### src/qsf_regs.svh
// Register map, field positions, reset values and timing counts of the
// serial flash master. Assumes a 32-bit APB slave with word offsets.
`ifndef QSF_REGS_SVH
`define QSF_REGS_SVH
// ----------------------------------------------------------------------
// Offsets
// ----------------------------------------------------------------------
`define QSF_CONF 12'h000
`define QSF_OPCODE 12'h004
`define QSF_LOCATION 12'h008
`define QSF_READ_MODE 12'h00c
`define QSF_HEADER 12'h010
`define QSF_RXCOUNT 12'h014
`define QSF_TXDATA 12'h018
`define QSF_RXDATA 12'h01c
`define QSF_STATUS 12'h020
`define QSF_SECOND_CONF 12'h024
// ----------------------------------------------------------------------
// Fields
// ----------------------------------------------------------------------
`define QSF_C_LANES 0
`define QSF_C_ALANE 2
`define QSF_C_WRITE 3
`define QSF_C_PACK 4
`define QSF_C_START 5
`define QSF_C_STOP 6
`define QSF_H_CMD 0
`define QSF_H_ADDR 2
`define QSF_H_RM 5
`define QSF_H_DUMMY 7
`define QSF_S_TXE 0
`define QSF_S_TXF 1
`define QSF_S_TXO 2
`define QSF_S_RXE 3
`define QSF_S_RXF 4
`define QSF_S_RXU 5
`define QSF_S_BUSY 6
`define QSF_D_TX 0
`define QSF_D_RX 1
// ----------------------------------------------------------------------
// Reset values and timing
// ----------------------------------------------------------------------
`define QSF_RST_HDR 9'h000
`define QSF_RST_RXCNT 16'h0000
`define QSF_SCK_HALF 4
`endif

### src/qsf_pkg.sv
// Types shared by the serial flash master and its bench.
// Assumes the register header is included alongside.
package qsf_pkg;
  // Frame phases
  typedef enum logic [2:0] {PH_IDLE, PH_CMD, PH_ADDR, PH_MODE, PH_DUMMY,
    PH_DATA} phase_t;
  // Pin group toward the flash; bit n of a vector is serial_io_n
  typedef struct packed {
    logic serial_clock;
    logic slave_select_n;
    logic [3:0] serial_io_o;
    logic [3:0] serial_io_oe;
  } pins_out_t;
  // Queue and DMA conditions
  typedef struct packed {
    logic tx_queue_empty_flag;
    logic tx_queue_full_flag;
    logic tx_queue_overflow_flag;
    logic rx_queue_empty_flag;
    logic rx_queue_full_flag;
    logic rx_queue_underflow_flag;
    logic tx_dma_req;
    logic rx_dma_req;
  } events_t;
endpackage

### src/quad_serial_flash_master.sv
// Single, dual and quad serial flash master with APB registers and
// 8 by 32 transmit and receive queues.
// Assumes pins are resolved outside; serial inputs are asynchronous.
`timescale 1ns/1ns
`include "qsf_regs.svh"
module quad_serial_flash_master
  import qsf_pkg::*;
#(
  parameter int SCK_HALF = `QSF_SCK_HALF,
  parameter int DEPTH = 8
)(
  // Clock and reset
  input wire logic clk,
  input wire logic rst_b,
  // APB slave
  input wire logic psel,
  input wire logic penable,
  input wire logic pwrite,
  input wire logic [11:0] paddr,
  input wire logic [31:0] pwdata,
  output logic [31:0] prdata,
  output logic pready,
  output logic pslverr,
  // Serial pins
  input wire logic [3:0] serial_io_i,
  output pins_out_t pins,
  // Queue conditions and DMA requests
  output events_t events
);
  localparam int AW = $clog2(DEPTH);

  // ----------------------------------------------------------------------
  // State
  // ----------------------------------------------------------------------
  typedef struct packed {
    phase_t ph;
    logic [2:0] left;
    logic [7:0] sh;
    logic [3:0] nb;
    logic [2:0] lanes;
    logic rxb;
    logic [7:0] div;
    logic sck;
    logic ss_n;
    logic [3:0] io_o;
    logic [3:0] io_oe;
    logic [15:0] rcnt;
    logic [1:0] bsel;
    logic [31:0] acc;
    logic [1:0] dl;
    logic al;
    logic wr;
    logic pack;
    logic stop;
    logic [15:0] op;
    logic [31:0] loc;
    logic [15:0] rm;
    logic [8:0] hdr;
    logic [15:0] rxcnt;
    logic [1:0] dma;
    logic [DEPTH-1:0][31:0] txm;
    logic [AW-1:0] twp;
    logic [AW-1:0] trp;
    logic [AW:0] tcnt;
    logic [DEPTH-1:0][31:0] rxm;
    logic [AW-1:0] rwp;
    logic [AW-1:0] rrp;
    logic [AW:0] rcn;
    logic tovf;
    logic rudf;
    logic [31:0] rdata;
    logic [3:0] s1;
    logic [3:0] s2;
  } state_t;

  state_t s;
  state_t next_s;

  // ----------------------------------------------------------------------
  // Helpers
  // ----------------------------------------------------------------------
  // Lanes per clock from a lane code; the reserved code falls back to one
  function automatic logic [2:0] lane_bits(input logic [1:0] code);
    case (code)
      2'b01: lane_bits = 3'd2;
      2'b10: lane_bits = 3'd4;
      default: lane_bits = 3'd1;
    endcase
  endfunction

  // Picks byte k-1 of a word, so a count walks high byte first
  function automatic logic [7:0] pick(input logic [31:0] w,
    input logic [2:0] k);
    case (k)
      3'd4: pick = w[31:24];
      3'd3: pick = w[23:16];
      3'd2: pick = w[15:8];
      default: pick = w[7:0];
    endcase
  endfunction

  // Register the serial inputs twice before anything looks at them
  logic [3:0] io_sync;
  assign io_sync = s.s2;

  logic apb_wr;
  logic apb_rd;
  logic apb_setup;
  logic mapped;
  logic tfull;
  logic tempty;
  logic rfull;
  logic rempty;
  assign apb_setup = psel && !penable;
  assign apb_wr = psel && penable && pwrite;
  assign apb_rd = psel && penable && !pwrite;
  assign tfull = (s.tcnt == DEPTH[AW:0]);
  assign tempty = (s.tcnt == '0);
  assign rfull = (s.rcn == DEPTH[AW:0]);
  assign rempty = (s.rcn == '0);

  // Every word offset up to config two is mapped
  always_comb
  begin
    case (paddr)
      `QSF_CONF, `QSF_OPCODE, `QSF_LOCATION, `QSF_READ_MODE, `QSF_HEADER,
      `QSF_RXCOUNT, `QSF_TXDATA, `QSF_RXDATA, `QSF_STATUS, `QSF_SECOND_CONF:
        mapped = 1'b1;
      default: mapped = 1'b0;
    endcase
  end

  // ----------------------------------------------------------------------
  // Next state
  // ----------------------------------------------------------------------
  always_comb
  begin
    logic tpush;
    logic tpop;
    logic rpush;
    logic rpop;
    logic run;
    logic [7:0] inb;
    tpush = 1'b0;
    tpop = 1'b0;
    rpush = 1'b0;
    rpop = 1'b0;
    run = 1'b0;
    inb = 8'h00;
    next_s = s;
    next_s.s1 = serial_io_i;
    next_s.s2 = s.s1;

    // Read data is latched in the setup cycle so it comes from a flop
    if (apb_setup)
    begin
      case (paddr)
        `QSF_CONF: next_s.rdata = {25'h0, s.stop, (s.ph != PH_IDLE),
          s.pack, s.wr, s.al, s.dl};
        `QSF_OPCODE: next_s.rdata = {16'h0, s.op};
        `QSF_LOCATION: next_s.rdata = s.loc;
        `QSF_READ_MODE: next_s.rdata = {16'h0, s.rm};
        `QSF_HEADER: next_s.rdata = {23'h0, s.hdr};
        `QSF_RXCOUNT: next_s.rdata = {16'h0, s.rxcnt};
        `QSF_RXDATA: next_s.rdata = rempty ? 32'h0 : s.rxm[s.rrp];
        `QSF_STATUS: next_s.rdata = {25'h0, (s.ph != PH_IDLE), s.rudf,
          rfull, rempty, s.tovf, tfull, tempty};
        `QSF_SECOND_CONF: next_s.rdata = {30'h0, s.dma};
        default: next_s.rdata = 32'h0;
      endcase
    end

    // Register writes; the conf lane, write and pack fields are held while a frame runs
    if (apb_wr)
    begin
      case (paddr)
        `QSF_CONF:
        begin
          if (s.ph == PH_IDLE)
          begin
            next_s.dl = pwdata[`QSF_C_LANES+:2];
            next_s.al = pwdata[`QSF_C_ALANE];
            next_s.wr = pwdata[`QSF_C_WRITE];
            next_s.pack = pwdata[`QSF_C_PACK];
          end
          if (pwdata[`QSF_C_STOP] && s.ph != PH_IDLE)
            next_s.stop = 1'b1;
        end
        `QSF_OPCODE: next_s.op = pwdata[15:0];
        `QSF_LOCATION: next_s.loc = pwdata;
        `QSF_READ_MODE: next_s.rm = pwdata[15:0];
        `QSF_HEADER: next_s.hdr = pwdata[8:0];
        `QSF_RXCOUNT: next_s.rxcnt = pwdata[15:0];
        `QSF_TXDATA:
        begin
          if (tfull)
            next_s.tovf = 1'b1;
          else
          begin
            next_s.txm[s.twp] = pwdata;
            tpush = 1'b1;
          end
        end
        `QSF_STATUS:
        begin
          if (pwdata[`QSF_S_TXO])
            next_s.tovf = 1'b0;
          if (pwdata[`QSF_S_RXU])
            next_s.rudf = 1'b0;
        end
        `QSF_SECOND_CONF: next_s.dma = pwdata[1:0];
        default: ;
      endcase
    end

    // Receive port pop; an empty read only flags underflow
    if (apb_rd && paddr == `QSF_RXDATA)
    begin
      if (rempty)
        next_s.rudf = 1'b1;
      else
        rpop = 1'b1;
    end

    // Start a frame at the command phase with select low
    if (apb_wr && paddr == `QSF_CONF && pwdata[`QSF_C_START] &&
      s.ph == PH_IDLE)
    begin
      next_s.dl = pwdata[`QSF_C_LANES+:2];
      next_s.al = pwdata[`QSF_C_ALANE];
      next_s.wr = pwdata[`QSF_C_WRITE];
      next_s.pack = pwdata[`QSF_C_PACK];
      next_s.ph = PH_CMD;
      next_s.left = {1'b0, s.hdr[`QSF_H_CMD+:2]};
      next_s.ss_n = 1'b0;
      next_s.rcnt = s.rxcnt;
      next_s.bsel = 2'd0;
      next_s.acc = 32'h0;
      next_s.stop = 1'b0;
      next_s.nb = 4'd0;
      next_s.rxb = 1'b0;
    end
    else if (s.ph != PH_IDLE && s.nb != 4'd0)
      run = 1'b1;
    else if (s.ph != PH_IDLE)
    begin
      // Byte boundary: store, load the next byte or move on
      if (s.left == 3'd0 && s.ph != PH_DATA)
      begin
        case (s.ph)
          PH_CMD:
          begin
            next_s.ph = PH_ADDR;
            next_s.left = s.hdr[`QSF_H_ADDR+:3];
          end
          PH_ADDR:
          begin
            next_s.ph = PH_MODE;
            next_s.left = s.wr ? 3'd0 : {1'b0, s.hdr[`QSF_H_RM+:2]};
          end
          PH_MODE:
          begin
            next_s.ph = PH_DUMMY;
            next_s.left = {1'b0, s.hdr[`QSF_H_DUMMY+:2]};
          end
          default: next_s.ph = PH_DATA;
        endcase
      end
      else if (s.ph != PH_DATA)
      begin
        next_s.left = s.left - 3'd1;
        next_s.nb = 4'd8;
        next_s.rxb = 1'b0;
        case (s.ph)
          PH_CMD:
          begin
            next_s.sh = pick({16'h0, s.op}, s.left);
            next_s.lanes = 3'd1;
          end
          PH_ADDR:
          begin
            next_s.sh = pick(s.loc, s.left);
            next_s.lanes = s.al ? lane_bits(s.dl) : 3'd1;
          end
          PH_MODE:
          begin
            next_s.sh = pick({16'h0, s.rm}, s.left);
            next_s.lanes = s.al ? lane_bits(s.dl) : 3'd1;
          end
          default:
          begin
            next_s.sh = 8'h00;
            next_s.lanes = s.al ? lane_bits(s.dl) : 3'd1;
          end
        endcase
      end
      else if (s.wr)
      begin
        // Write data: wait on an empty queue, end on stop
        if (s.stop)
        begin
          next_s.ph = PH_IDLE;
          next_s.ss_n = 1'b1;
          next_s.stop = 1'b0;
        end
        else if (!tempty)
        begin
          next_s.sh = s.txm[s.trp][8*s.bsel+:8];
          next_s.nb = 4'd8;
          next_s.lanes = lane_bits(s.dl);
          if (!s.pack || s.bsel == 2'd3)
          begin
            tpop = 1'b1;
            next_s.bsel = 2'd0;
          end
          else
            next_s.bsel = s.bsel + 2'd1;
        end
      end
      else if (s.rxb)
      begin
        // Store the byte just taken in; push when the word is whole
        next_s.rxb = 1'b0;
        next_s.acc[8*s.bsel+:8] = s.sh;
        if (!s.pack || s.bsel == 2'd3)
        begin
          next_s.rxm[s.rwp] = s.pack ? {s.sh, s.acc[23:0]} :
            {24'h0, s.sh};
          rpush = 1'b1;
          next_s.bsel = 2'd0;
          next_s.acc = 32'h0;
        end
        else
          next_s.bsel = s.bsel + 2'd1;
      end
      else if (s.rcnt == 16'd0)
      begin
        // Last byte taken; a partly filled word is still delivered
        if (s.bsel == 2'd0 || !rfull)
        begin
          if (s.bsel != 2'd0)
          begin
            next_s.rxm[s.rwp] = s.acc;
            rpush = 1'b1;
          end
          next_s.ph = PH_IDLE;
          next_s.ss_n = 1'b1;
          next_s.bsel = 2'd0;
        end
      end
      else if (!rfull)
      begin
        next_s.rcnt = s.rcnt - 16'd1;
        next_s.nb = 4'd8;
        next_s.rxb = 1'b1;
        next_s.lanes = lane_bits(s.dl);
      end
    end

    // Bit engine: data set while the clock is low, taken at its fall
    if (run)
    begin
      next_s.div = s.div + 8'd1;
      if (s.div == 8'(SCK_HALF - 1))
      begin
        next_s.div = 8'd0;
        next_s.sck = !s.sck;
        if (s.sck)
        begin
          case (s.lanes)
            3'd4: inb = {s.sh[3:0], io_sync};
            3'd2: inb = {s.sh[5:0], io_sync[1:0]};
            default: inb = {s.sh[6:0], io_sync[1]};
          endcase
          next_s.sh = inb;
          next_s.nb = s.nb - {1'b0, s.lanes};
        end
      end
    end
    else
    begin
      next_s.div = 8'd0;
      next_s.sck = 1'b0;
    end

    // Queue pointers and counts
    if (tpush)
      next_s.twp = s.twp + 1'b1;
    if (tpop)
      next_s.trp = s.trp + 1'b1;
    if (rpush)
      next_s.rwp = s.rwp + 1'b1;
    if (rpop)
      next_s.rrp = s.rrp + 1'b1;
    next_s.tcnt = s.tcnt + {{AW{1'b0}}, tpush} - {{AW{1'b0}}, tpop};
    next_s.rcn = s.rcn + {{AW{1'b0}}, rpush} - {{AW{1'b0}}, rpop};

    // Pin drive follows the shift register; inputs are never driven
    next_s.io_o = 4'h0;
    next_s.io_oe = 4'h0;
    if (next_s.ph != PH_IDLE && !(next_s.ph == PH_DATA && !next_s.wr))
    begin
      case (next_s.lanes)
        3'd4:
        begin
          next_s.io_o = next_s.sh[7:4];
          next_s.io_oe = 4'hf;
        end
        3'd2:
        begin
          next_s.io_o = {2'b00, next_s.sh[7:6]};
          next_s.io_oe = 4'h3;
        end
        default:
        begin
          next_s.io_o = {3'b000, next_s.sh[7]};
          next_s.io_oe = 4'h1;
        end
      endcase
    end
  end

  // ----------------------------------------------------------------------
  // State register
  // ----------------------------------------------------------------------
  always_ff @(posedge clk or negedge rst_b)
  begin
    if (!rst_b)
    begin
      s <= '0;
      s.ph <= PH_IDLE;
      s.ss_n <= 1'b1;
      s.lanes <= 3'd1;
      s.hdr <= `QSF_RST_HDR;
      s.rxcnt <= `QSF_RST_RXCNT;
    end
    else
      s <= next_s;
  end

  // ----------------------------------------------------------------------
  // Outputs
  // ----------------------------------------------------------------------
  // Zero wait states keep the slave simple; errors only for holes
  assign pready = 1'b1;
  assign pslverr = psel && penable && !mapped;
  assign prdata = s.rdata;
  assign pins.serial_clock = s.sck;
  assign pins.slave_select_n = s.ss_n;
  assign pins.serial_io_o = s.io_o;
  assign pins.serial_io_oe = s.io_oe;
  // Queue conditions for the system interrupt logic
  assign events.tx_queue_empty_flag = tempty;
  assign events.tx_queue_full_flag = tfull;
  assign events.tx_queue_overflow_flag = s.tovf;
  assign events.rx_queue_empty_flag = rempty;
  assign events.rx_queue_full_flag = rfull;
  assign events.rx_queue_underflow_flag = s.rudf;
  // DMA asks for room or data; requests drop as soon as the queue answers
  assign events.tx_dma_req = s.dma[`QSF_D_TX] && !tfull;
  assign events.rx_dma_req = s.dma[`QSF_D_RX] && !rempty;
endmodule

### config.mk
export PLATFORM = sky130hd
export DESIGN_NAME = quad_serial_flash_master
export DESIGN_NICKNAME = d
export VERILOG_FILES = /design/src/qsf_pkg.sv /design/src/quad_serial_flash_master.sv
export VERILOG_INCLUDE_DIRS = /design/src /design/src/src
export SDC_FILE = /design/constraint.sdc
export NUM_CORES = 1
export LEC_CHECK = 0
export BUFFER_PORTS_ARGS = -buffer_cell sky130_fd_sc_hd__buf_2
export CORE_ASPECT_RATIO = 0.75
export CORE_UTILIZATION = 50
export DETAILED_ROUTE_END_ITERATION = 8
export PLACE_DENSITY = 0.66
export SKIP_LAST_GASP = 1
export SLEW_MARGIN = 5
export SYNTH_ARGS = -nofsm -noshare
export SYNTH_HDL_FRONTEND = slang
export SYNTH_SLANG_ARGS = --single-unit
### constraint.sdc
create_clock -name clk -period 4.1 [get_ports clk]
set_input_delay 0.82 -clock clk [delete_from_list [all_inputs] [get_ports clk]]
set_output_delay 0.82 -clock clk [all_outputs]
set_load 0.01 [all_outputs]
==> key figures <==
Critical path
  • Critical path required time: 4.58 ns
  • Delay-heaviest family, CP: simple AND/OR/NAND/NOR gates
  • Path depth of the worst reg2reg path: 11
  • Crit path max-delay cell type: or4b_2
  • CP Launch Type: flip-flop
  • Worst Path Arrival: 4.08 ns
  • Worst setup EP type: flip-flop
  • Delay of the slowest critical-path stage: 0.87 ns
  • Kind of critical path: reg2reg
  • Cell breakdown of the critical path: inv_1, ha_1, nor3b_2, and3_1, nand2_1, o41ai_2, nand2_1, or4b_2, buf_12, nand2_1, o21ai_0
  • Number of gates on the worst path with buffers counted: 11
  • Most repeated library cell on the critical path: nand2_1
  • Maximum fanout along the worst path: 54
  • Count of buffering cells on the critical path with inverters included: 2

Finish
  • Proportion of layout cells with a drive suffix above 1: 0.295
  • Area of all placed cells without fillers: 39,400 um2
  • Most common library cell in the layout ignoring fill and taps: dfrtp_1
  • Area added between synthesis and finish: 11.8%
  • Fill cell total of the finished layout: 5,492
  • Commonest cells after routing, fill and taps aside: dfrtp_1, mux2_2, nand2_1
  • NumNets Final: around 3k

Placement
  • Final RePlAce weighted congestion: 0.964
  • Port-buffer cells: slightly above 100
  • Placement-stage cell area: between 30,000 and 40,000 um2
  • Pre-CTS WS: around 0.35 ns
  • Detailed Place HPWL: between 60 and 70 mm

Global routing
  • Largest net degree at the start of global routing: 139
  • Number of antenna violations at the first check in global routing: 3
  • Vias in the first global route: 24.6k
  • Global-route wire length before repair: 150 mm
  • GRT Util Overall: 0.276
  • Overflow left after global routing: 0

STA
  • Final period util: 0.878
  • Total count of max-transition violations in the final report: 0
  • Summed negative setup slack over all endpoints: 0 ns
  • Final Worst Setup Slack: 0.501 ns
  • Fmax: 278 MHz
  • RSZ-0062 raised after global routing: false
  • Final hold viol count: 0
  • Largest clock skew in the final design: 0.0157 ns
  • Relative slew slack: 0.319
  • Worst Tran Pin Value: 1.02 ns
  • Post-route minimum period: 3.60 ns
  • Final Setup Violations: 0

Clock tree
  • Clock latency at the later pin of the worst-skew pair: between 0.6 and 0.7 ns
  • CTS tree: done
  • H-tree level count: 3
  • Clock-pin transition on the worst setup and hold timing paths: 0.06 ns
  • Hold buffer count at cts: 0
  • # resized after CTS: 0
  • Largest buffer count on any clock path: 3
  • Buffer cell driving the clock tree root: clkbuf_16
  • Post-CTS setup-driven buffer insertion count: 0
  • CTS Buf Count: 76
  • CTS Sinks: 760

Synth
  • Syn Inst Count: 2,893
  • Synth top area share: 0.539
  • Top cells by area in the synthesized netlist: dfrtp_1, mux2_2, mux4_2, o21ai_0, nand2_1
  • Count of state elements after synthesis: 760
  • Fraction of the yosys area taken by sequential cells: 0.540
  • Most frequently used flop master after synthesis: dfrtp_1
  • Number of enable-type register cells in the synthesized netlist: 0
  • Synth unique cells: 75
  • Warning count from the yosys run: 0
  • Top cell type by total area after synthesis: dfrtp_1
  • Nets in the synthesized netlist: 2,981
  • Share of async-settable or async-resettable flops after synthesis: 1.00
  • Mean instance size in the synthesized netlist: roughly 12 um2
  • Synth Cell Area: 35,200 um2

Floorplan
  • Chip Height: 232 um
  • Initial core utilization: 0.510
  • Placement row count: 83
  • Die width: roughly 310 um
  • Core area: 69,100 um2
  • Number of top-level pins: 105
  • Die outline area: 71,500 um2

Outcome
  • Status: finished clean

Power and ir drop
  • Leakage power: about 18 nW
  • Maximum vdd ir drop: 0.268 mV
  • Total power per unit cell area: 385 nW/um2

Routing
  • DR vias/cell: 6.17
  • Average wire length per cell after detail routing: 24.6 um
  • DRC: 0
  • Count of nets left with antenna violations after detail routing: 0
  • Vias post-DR: 24.1k
  • Pre-antenna DRT Iters: 7
  • First DRT Iteration DRCs: 2,547
  • Total Wirelength: between 90 and 100 mm

Run
  • Number of maximum-capacitance violations: 0

Worst hold path
  • HP Class: in2async
## layer usage
layer | vias to the layer above | GRT usage | wire length, um
met1 | 12500 | 0.409 | 43100
met4 | 0 | 0.0745 | 2320
met3 | 152 | 0.0673 | 8420
li1 | 10500 | - | -
met2 | 977 | 0.407 | 42300
met5 | - | 0 | 0
## state kept, by name, summed over array words and instances (netlist names)
register,flops
s,709
prdata,32
pins,9
io_sync,4
next_s,4
events,2
## where the power goes
group          internal (mW)  switching [mW]
Sequential              7.52          0.0229
Combinational         0.0643           0.262
Clock                   4.33            2.98
Total                   11.9            3.26
## cell families (layout without fill, tap and decap cells)
kind of cell | count (synthesis) | count (layout) | share of synthesized area
flops | 760 | 760 | 0.540
xor+xnor | 29 | 29 | 0.00721
fa+ha+maj | 35 | 35 | 0.0131
buf+inv | 298 | 377 | 0.0383
compound gates | 590 | 590 | 0.104
mux | 548 | 548 | 0.215
other cells | 1 | 3 | 0.000106
simple gates | 632 | 632 | 0.0817
## through the flow
stage          instances  power, mW   util  hold WS [ns]
3_3_place_gp        3770       7.99  0.532         0.339
6_report            3909       15.2  0.570         0.181
5_1_grt             3908       15.6  0.570         0.208
4_1_cts             3907       15.3  0.570         0.205
2_1_floorplan       2893       7.74      -         0.331
3_5_place_dp        3770       8.01  0.532         0.339
## cells in the mapped netlist, drive strengths merged, types with 11 or more instances
| cell type | count |
|---|---|
| a21o | 19 |
| a21oi | 47 |
| a221oi | 16 |
| a222oi | 19 |
| a22o | 29 |
| a22oi | 39 |
| a31oi | 24 |
| buf | 101 |
| clkbuf | 155 |
| dfrtp | 758 |
| ha | 32 |
| inv | 40 |
| mux2 | 387 |
| mux2i | 32 |
| mux4 | 129 |
| nand2 | 383 |
| nand2b | 11 |
| nand3 | 37 |
| nor2 | 72 |
| nor2b | 22 |
| nor3 | 27 |
| nor4 | 13 |
| o21ai | 326 |
| xnor2 | 16 |
| xor2 | 13 |
## final cells by class
cell class,instances,area [um2],share of cell area
sequential,760,19000,0.483
multi-input combinational,1835,14900,0.379
clock buffer,110,2280,0.0580
timing repair buffer,198,1450,0.0369
tap,935,1170,0.0297
clock inverter,27,353,0.00896
inverter,42,158,0.00400
antenna,2,5.00,0.000127
## path summary, 6_finish.rpt
kind                                     start  slack, ns          to
worst min-delay path                     rst_b       0.18   prdata[0]
worst max-delay path                    s[705]       0.50      s[115]
worst max register to register          s[705]       0.50      s[115]
max in group asynchronous                rst_b       2.66      s[408]
min in group clk                serial_io_i[0]       0.30   next_s[0]
worst min register to register       next_s[1]       0.35  io_sync[1]
Note: power is estimated with default switching activity, not from simulation.
